$ cat src/hdl/dfac_consts.vh
// Constants for the channel 0 fast acquisition and clear-state control block.
// Assumes a Wishbone classic slave with 32-bit data; registers use the low byte, except the full-width history word.
`ifndef DFAC_CONSTS_VH
`define DFAC_CONSTS_VH

// Register indexes; byte address is four times the index
`define DFAC_IDX_QUAL          16'h2106
`define DFAC_IDX_CLEAR         16'h2107
`define DFAC_IDX_STATUS        16'h2108
`define DFAC_IDX_HISTORY       16'h2109
`define DFAC_IDX_MODE          16'h210a

// Qualifier register bits
`define DFAC_Q_FREERUN         0
`define DFAC_Q_HOLDOVER        1
`define DFAC_Q_FIRST           2
`define DFAC_Q_NOOUT           3

// Clear-state register bits
`define DFAC_C_AUTOSYNC        0
`define DFAC_C_HISTORY         1
`define DFAC_C_RSVD2           2
`define DFAC_C_FADONE          3
`define DFAC_C_AUTOMUTE        4

// Status register bits
`define DFAC_S_FADONE          0
`define DFAC_S_HISTAVAIL       1
`define DFAC_S_MUTED           2
`define DFAC_S_SYNCARMED       3

// Autosync mode field code for immediate sync
`define DFAC_SYNC_IMMEDIATE    2'b01

`define DFAC_RST_QUAL          8'h00
`define DFAC_RST_CLEAR         8'h00
`define DFAC_RST_MODE          8'h00

`endif

$ cat src/hdl/dfac_qualify.v
// Fast acquisition qualifier: decides whether a fast acquisition may start.
// Assumes the mode-exit strobes are one-cycle pulses on clk_i.
`default_nettype none

module dfac_qualify (
    input  wire       clk_i,
    input  wire       rst_i,
    input  wire [3:0] qual_i,
    input  wire       fa_done_i,
    input  wire       exit_holdover_i,
    input  wire       exit_freerun_i,
    input  wire       outputs_syncing_i,
    output reg        fa_start_o
);

`include "dfac_consts.vh"

    wire [3:0] eff_qual;
    wire       block_first;
    wire       block_noout;
    wire       want;

    // All-zero qualifiers act as all ones
    assign eff_qual    = (qual_i == 4'h0) ? 4'hf : qual_i;
    assign block_first = eff_qual[`DFAC_Q_FIRST] & fa_done_i;
    assign block_noout = eff_qual[`DFAC_Q_NOOUT] & outputs_syncing_i;
    assign want        = (exit_holdover_i & eff_qual[`DFAC_Q_HOLDOVER])
                       | (exit_freerun_i & eff_qual[`DFAC_Q_FREERUN]);

    always @(posedge clk_i) begin
        if (rst_i) begin
            fa_start_o <= 1'b0;
        end else begin
            fa_start_o <= want & ~block_first & ~block_noout;
        end
    end

endmodule

`default_nettype wire

$ cat src/hdl/dfac_ctrl.v
// Channel 0 fast acquisition qualifiers and clear-state commands, Wishbone slave.
// Assumes classic Wishbone, 32-bit data, all inputs synchronous to clk_i.
`default_nettype none

module dfac_ctrl #(
    parameter TW_W = 32
) (
    input  wire            clk_i,
    input  wire            rst_i,
    input  wire            wb_cyc_i,
    input  wire            wb_stb_i,
    input  wire            wb_we_i,
    input  wire [31:0]     wb_adr_i,
    input  wire [3:0]      wb_sel_i,
    input  wire [31:0]     wb_dat_i,
    output reg  [31:0]     wb_dat_o,
    output reg             wb_ack_o,
    input  wire            exit_holdover_i,
    input  wire            exit_freerun_i,
    input  wire            outputs_syncing_i,
    input  wire            fa_complete_i,
    input  wire            in_holdover_i,
    input  wire            avg_valid_i,
    input  wire [TW_W-1:0] avg_word_i,
    input  wire [TW_W-1:0] freerun_word_i,
    input  wire            unmute_cond_i,
    input  wire            sync_cond_i,
    input  wire            analog_loop_ch0_locked_i,
    output wire            fa_start_o,
    output reg             mute_o,
    output reg             history_erase_o,
    output reg             sync_event_o,
    output reg  [TW_W-1:0] holdover_word_o
);

`include "dfac_consts.vh"

////////////////////////////////////////////////////////////////////////////////
// Bus decode

    reg  [7:0]      qual_r;
    reg  [1:0]      mode_r;
    reg             rsvd2_r;
    reg             fa_done_r;
    reg             hist_avail_r;
    reg  [TW_W-1:0] hist_word_r;
    reg             sync_armed_r;
    reg  [31:0]     rd_nxt;

    wire        req     = wb_cyc_i & wb_stb_i & ~wb_ack_o;
    wire        wr_lane = req & wb_we_i & wb_sel_i[0];
    wire [29:0] idx     = wb_adr_i[31:2];

    function hit;
        input [29:0] a;
        input [15:0] target;
        begin
            hit = (a == {14'h0000, target});
        end
    endfunction

    wire wr_qual  = wr_lane & hit(idx, `DFAC_IDX_QUAL);
    wire wr_clear = wr_lane & hit(idx, `DFAC_IDX_CLEAR);
    wire wr_mode  = wr_lane & hit(idx, `DFAC_IDX_MODE);

    wire cmd_sync  = wr_clear & wb_dat_i[`DFAC_C_AUTOSYNC];
    wire cmd_hist  = wr_clear & wb_dat_i[`DFAC_C_HISTORY];
    wire cmd_fadn  = wr_clear & wb_dat_i[`DFAC_C_FADONE];
    wire cmd_mute  = wr_clear & wb_dat_i[`DFAC_C_AUTOMUTE];

    always @* begin
        rd_nxt = 32'h0000_0000;
        if (hit(idx, `DFAC_IDX_QUAL)) begin
            rd_nxt = {28'h0000000, qual_r[3:0]};
        end else if (hit(idx, `DFAC_IDX_CLEAR)) begin
            // Command bits always read zero
            rd_nxt = {29'h0000000, rsvd2_r, 2'b00};
        end else if (hit(idx, `DFAC_IDX_STATUS)) begin
            rd_nxt = {28'h0000000, sync_armed_r, mute_o, hist_avail_r, fa_done_r};
        end else if (hit(idx, `DFAC_IDX_HISTORY)) begin
            rd_nxt = hist_word_r[31:0];
        end else if (hit(idx, `DFAC_IDX_MODE)) begin
            rd_nxt = {30'h00000000, mode_r};
        end
    end

    always @(posedge clk_i) begin
        if (rst_i) begin
            wb_ack_o <= 1'b0;
            wb_dat_o <= 32'h0000_0000;
            qual_r   <= `DFAC_RST_QUAL;
            mode_r   <= 2'b00;
            rsvd2_r  <= 1'b0;
        end else begin
            wb_ack_o <= req;
            if (req) begin
                wb_dat_o <= rd_nxt;
            end
            if (wr_qual) begin
                qual_r <= {4'h0, wb_dat_i[3:0]};
            end
            if (wr_mode) begin
                mode_r <= wb_dat_i[1:0];
            end
            if (wr_clear) begin
                rsvd2_r <= wb_dat_i[`DFAC_C_RSVD2];
            end
        end
    end

////////////////////////////////////////////////////////////////////////////////
// Fast acquisition done flag and qualifier

    always @(posedge clk_i) begin
        if (rst_i) begin
            fa_done_r <= 1'b0;
        end else if (fa_complete_i) begin
            fa_done_r <= 1'b1;
        end else if (cmd_fadn) begin
            fa_done_r <= 1'b0;
        end
    end

    dfac_qualify u_qual (
        .clk_i             (clk_i),
        .rst_i             (rst_i),
        .qual_i            (qual_r[3:0]),
        .fa_done_i         (fa_done_r),
        .exit_holdover_i   (exit_holdover_i),
        .exit_freerun_i    (exit_freerun_i),
        .outputs_syncing_i (outputs_syncing_i),
        .fa_start_o        (fa_start_o)
    );

////////////////////////////////////////////////////////////////////////////////
// Tuning word history

    always @(posedge clk_i) begin
        if (rst_i) begin
            hist_avail_r    <= 1'b0;
            hist_word_r     <= {TW_W{1'b0}};
            history_erase_o <= 1'b0;
            holdover_word_o <= {TW_W{1'b0}};
        end else begin
            history_erase_o <= cmd_hist;
            if (avg_valid_i) begin
                hist_word_r  <= avg_word_i;
                hist_avail_r <= 1'b1;
            end else if (cmd_hist) begin
                hist_avail_r <= 1'b0;
            end
            if (in_holdover_i) begin
                holdover_word_o <= hist_avail_r ? hist_word_r : freerun_word_i;
            end
        end
    end

////////////////////////////////////////////////////////////////////////////////
// Automute and autosync

    always @(posedge clk_i) begin
        if (rst_i) begin
            mute_o       <= 1'b1;
            sync_armed_r <= 1'b1;
            sync_event_o <= 1'b0;
        end else begin
            if (cmd_mute) begin
                mute_o <= 1'b1;
            end else if (unmute_cond_i) begin
                mute_o <= 1'b0;
            end
            sync_event_o <= 1'b0;
            if (cmd_sync && mode_r == `DFAC_SYNC_IMMEDIATE) begin
                sync_event_o <= analog_loop_ch0_locked_i;
                sync_armed_r <= ~analog_loop_ch0_locked_i;
            end else if (cmd_sync) begin
                sync_armed_r <= 1'b1;
            end else if (sync_armed_r && sync_cond_i) begin
                sync_event_o <= 1'b1;
                sync_armed_r <= 1'b0;
            end
        end
    end

endmodule

`default_nettype wire

$ cat config.mk
export PLATFORM = sky130hd
export DESIGN_NAME = dfac_ctrl
export DESIGN_NICKNAME = d
export VERILOG_FILES = /design/src/hdl/dfac_qualify.v /design/src/hdl/dfac_ctrl.v
export VERILOG_INCLUDE_DIRS = /design/src /design/src/hdl
export SDC_FILE = /design/constraint.sdc
export NUM_CORES = 1
export LEC_CHECK = 0
export BUFFER_PORTS_ARGS = -buffer_cell sky130_fd_sc_hd__buf_2
export CAP_MARGIN = 20
export CORE_ASPECT_RATIO = 2
export CORE_MARGIN = 2
export CORE_UTILIZATION = 45
export CTS_CLUSTER_DIAMETER = 100
export DETAILED_ROUTE_END_ITERATION = 6
export PLACE_DENSITY = 0.83
export SYNTH_ARGS = -nofsm -noshare
export SYNTH_HDL_FRONTEND = slang
export SYNTH_SLANG_ARGS = --single-unit
$ cat constraint.sdc
create_clock -name clk_i -period 2.58 [get_ports clk_i]
set_clock_uncertainty 0.1 [all_clocks]
set_input_delay 0.516 -clock clk_i [delete_from_list [all_inputs] [get_ports clk_i]]
set_output_delay 0.516 -clock clk_i [all_outputs]
set_load 0.01 [all_outputs]
# Word level (Yosys, flattened, before mapping)
# Cells that the tools add are included.
# op_classes
n_eq_ne,6
mux,17
bitwise_logic,22
n_reduce_logical,7
# op_table
op,n
$mux 32,5
$eq 30x14->1 const B,5
$and 1x1->1,17
$mux 1,10
$logic_not 4->1,1
$mux 4,1
$not 1->1,4
$reduce_bool 2->1,2
$reduce_bool 3->1,1
$eq 2x1->1 const B,1
$logic_and 1x1->1,2
$mux 2,1
$reduce_or 2->1,1
$or 1x1->1,1
# totals
register_bits,111
input_bits,146
output_inout_bits,69
wordCells,66

# Logic depth before layout (Yosys ltp)
# logic_depth
depth_word,8
mapped_depth,6
mapped_depth_nobuf,4

# Hierarchy
# Synthesis repeated with hierarchy kept, for this count alone.
# hier_totals
hier_cells,428
hier_area_um2,4401.7
# by_module_without_submodules
module,n_inst,cells_each,area_per_inst_um2
dfac_ctrl,1,418,4319.1
dfac_qualify,1,10,82.6

# Least setup slack after synthesis
# OpenSTA, ideal clock, no wires.
# synth_path
kind,input to register
startpoint,input port wb_adr_i[23]
endpoint,register sync_armed_r
setup_time_ns,0.121
arrival_ns,1.910
t_required_ns,2.359
slack_ns,0.449
stages,4
path_buffers,0
path_cell_list,nor4_4 > nand4_4 > or4_4 > mux2_4
# synth_between
elab_chain_cells,5
elab_cells_between_ends,7
# synth_lines
element,line_no,rtl
from (decl),dfac_ctrl.v:13,"input wire [31:0] wb_adr_i,"
$eq 30x14->1 *,dfac_ctrl.v:58,"hit = (a == {14'h0000, target});"
$and 1x1->1 *,dfac_ctrl.v:63,"wire wr_clear = wr_lane & hit(idx, `DFAC_IDX_CLEAR);"
$and 1x1->1 *,dfac_ctrl.v:66,wire cmd_sync = wr_clear & wb_dat_i[`DFAC_C_AUTOSYNC];
$mux 1 / $logic_and 1x1->1 (equally long branches),-,
$mux 1 / $reduce_bool 3->1 (equally long branches),-,
to (signal assigned),dfac_ctrl.v:175,sync_armed_r <= ~analog_loop_ch0_locked_i;
to (decl),dfac_ctrl.v:47,reg sync_armed_r;
# Mark *: on every way between the ends. The rest lies on a longest branch, timed or not.
# A chain may end at the register's enable or synchronous reset.

# Worst setup path after layout
# layout_path
startpoint,input port wb_adr_i[23]
endpoint,register history_erase_o
# layout_between
elab_chain_cells,3
# layout_lines
element,line_no,rtl
$eq 30x14->1,dfac_ctrl.v:58,
$and 1x1->1,dfac_ctrl.v:63,
$and 1x1->1,dfac_ctrl.v:67,wire cmd_hist = wr_clear & wb_dat_i[`DFAC_C_HISTORY];
to (signal assigned),dfac_ctrl.v:145,history_erase_o <= cmd_hist;
to (decl),dfac_ctrl.v:31,"output reg history_erase_o,"
# Every way passes these cells.

==> results.txt <==
Worst Path Max Fanout -> 7
via count -> 4141
Final period util -> 76.3%
Worst Tran Pin Value -> 0.631 ns
register area share after synthesis -> 49.1%
CTS max path bufs -> 2
#FFs+latches synth -> 111
Die W -> 74.9 um
CTS tree -> built
largest family of logic cells by synthesized area -> multiplexers
H-tree depth -> 3
ANT nets after route -> 0
Hold Path Stages -> 2
simple-gate area share of the yosys netlist -> 15.5%
Layout Cells excl Fill -> 750
placed cell count -> 733
drt wl/cell -> 17.9 um
P per Cell Area -> 603 nW/um2
share of cells above drive strength 1 -> 37.0%
count of cell types in the netlist -> 42
hold buffer count at CTS -> 0
hold wc startpoint -> wb_dat_i[4]
Critical Path Sink Type -> flop
Syn Inst Count -> 439
CP Class -> in2reg
vias per std cell -> 5.52
Synth Cell Area -> 4530 um2
Layout Nets -> 758
number of global-route vias before repair -> 4335
P&R area growth vs syn -> 30.0%
most frequent cells in the layout -> buf_2 (182), dfxtp_1 (110), mux2i_1 (70), nor2_1 (69), a211oi_1 (33)
Starting Density -> 46.4%
Num CTS Buffers -> 9
std cell rows -> 51
synth warn -> 0
Register-to-Register Path Depth -> 4
worst-skew pair later-pin latency -> 0.34 ns
worst vdd ir -> 0.336 mV
# DRC -> 0
RSZ-0062 raised after global routing -> no
# IOs -> 215
clk root buf -> clkbuf_16
post-CTS sizing -> 0
DR iter-0 viols -> 154
CP required -> 2.66 ns
initial antenna violation count -> 2
aggregate routed wire length -> 13400 um
crit path DAT -> 2.05 ns
Net Count, Synth -> 585
GR Overflow Total -> 0
Pleak -> 2.75 nW
Fmax -> 508 MHz
Place WS -> 0.284 ns
Final Hold Viols -> 0
setup slack, reg-to-reg -> 0.77 ns
RR Startpoint -> wb_ack_o$_SDFF_PP0_
CTS sink count -> 111
Avg Cell Area, Syn -> 10.3 um2
# setup viols final -> 0
fin crit period -> 1.97 ns
number of max-cap violations -> 0
Hold EP -> mute_o$_SDFFE_PP1P_
commonest non-fill, non-tap cell in the layout -> buf_2
post-route setup slack -> 0.611 ns
XOR/XNOR Fraction of Synth Area -> 0%
Placer Congestion -> 1.05
mux cell area share after synthesis -> 16.0%
I/O Buffers -> 182
adder-cell share of the synthesized area -> 0%
clock-pin slew on the worst setup and hold paths -> 0.07 ns
Setup Fix Bufs, Post-CTS -> 0
Hold WC Path Type -> in2reg
die area -> 10900 um2
Slew headroom -> 58.0%
Startpoint Class -> primary input
core area -> 9760 um2
height of the die -> 146 um
GR Util All Layers -> 24.4%
Synth Area in Compound Gates -> 15.6%
largest net degree at the start of global routing -> 65
status -> finished, final reports clean
Detailed Routing Iterations Pass 1 -> 6
worst hold-check slack -> 0.282 ns
first-pass GRT wire length -> 20600 um
Reg2Reg Capture Point -> sync_armed_r$_SDFFE_PP1P_
Slew Viols, Final -> 0
HPWL Detailed -> 9900 um
TNS Setup -> 0 ns
routing by layer:
layer,GRT usage (%),part of all wire [%],vias to the layer above
li1,-,-,1956
met1,23.7,36,1925
met2,44.6,54,214
met3,4.92,5.9,46
met4,13.9,4.2,0
met5,0,0,-
critical path: stages:
cell     delay [ns]
buf_2          0.11
nor4_4         0.40
and4_2         0.40
nand2_1        0.07
nor4b_1        0.55
power breakdown:
part | total (W) | switching (W) | internal [W]
sequential | 0.00184 | 0.0000557 | 0.00179
combinational | 0.000426 | 0.000225 | 0.000201
clock | 0.00128 | 0.000600 | 0.000680
how the worst max path moves through the flow:
stage,slack [ns],endpoint,depth (start not counted),start
4_1_cts,0.64,history_erase_o$_SDFF_PP0_,5,wb_adr_i[23]
2_1_floorplan,0.45,sync_armed_r$_SDFFE_PP1P_,4,wb_adr_i[23]
3_3_place_gp,0.29,history_erase_o$_SDFF_PP0_,5,wb_adr_i[23]
3_5_place_dp,0.28,history_erase_o$_SDFF_PP0_,5,wb_adr_i[23]
6_report,0.61,history_erase_o$_SDFF_PP0_,5,wb_adr_i[23]
5_1_grt,0.53,history_erase_o$_SDFF_PP0_,5,wb_adr_i[23]
sequential cells by signal (all words and copies together) (netlist names):
signal             flops
hist_avail_r           1
fa_done_r              1
u_qual.fa_start_o      1
holdover_word_o       32
wb_ack_o               1
mode_r                 2
sync_event_o           1
history_erase_o        1
sync_armed_r           1
hist_word_r           32
mute_o                 1
rsvd2_r                1
qual_r                 4
wb_dat_o              32
synthesized netlist by cell type:
master       n  area [um2]
and2_1       1        6.26
o31ai_1      8        60.1
buf_6        2        22.5
nor4_4       2        42.5
and3b_1      1        8.76
o2bb2ai_1    2        17.5
inv_1        6        22.5
a32oi_1      2        17.5
nor4_2       4        50.1
buf_2        4        20.0
mux2_4       1        15.0
a21oi_1      7        35.0
and3_1       2        12.5
nand3_1      3        15.0
nor2_1      70         263
nand4_2      1        12.5
a21bo_2      1        10.0
mux2i_1     70         701
dfxtp_1    111        2220
a22o_1      30         263
nand2_1      8        30.0
buf_1        2        7.51
mux2_2       1        11.3
nand4_4      1        21.3
a21o_1       1        7.51
nor3_1       1        5.00
a311oi_1     2        17.5
and4_2       1        10.0
nor2b_1      4        25.0
o21ai_0      6        30.0
nor4b_4      2        47.6
or4_4        1        11.3
nand2b_1     3        18.8
clkbuf_1    27         101
a211oi_1    33         248
nor4_1       3        18.8
nand4b_1     1        8.76
nand4_1     10        62.6
nand3b_1     1        7.51
and4_1       1        8.76
or3_1        1        6.26
nor4b_1      1        8.76
cells by family (layout without fill, tap and decap cells):
family | Yosys count | in the layout
buf+inv | 41 | 218
compound gates | 92 | 92
simple gates | 123 | 123
mux | 72 | 72
other cells | 0 | 2
flops | 111 | 111
through the flow:
step                utilization [%]  power [W]  cell area, um2
global route                   60.3    0.00370            5890
detailed placement             57.4    0.00231            5610
CTS                            60.2    0.00358            5880
floorplan                         -    0.00210            4530
global placement               57.4    0.00229            5610
finish                         60.3    0.00355            5890
final cells by class:
cell class / instances / area [um2]
repair buffers: 197 / 1060
flip-flops and latches: 111 / 2220
clock inverters: 4 / 31.3
clock buffers: 11 / 243
diodes: 2 / 5.00
inverters: 6 / 22.5
well taps: 132 / 165
multi-input cells: 287 / 2140
fillers: 815 / 3880
Note: power is estimated with default switching activity, not from simulation.
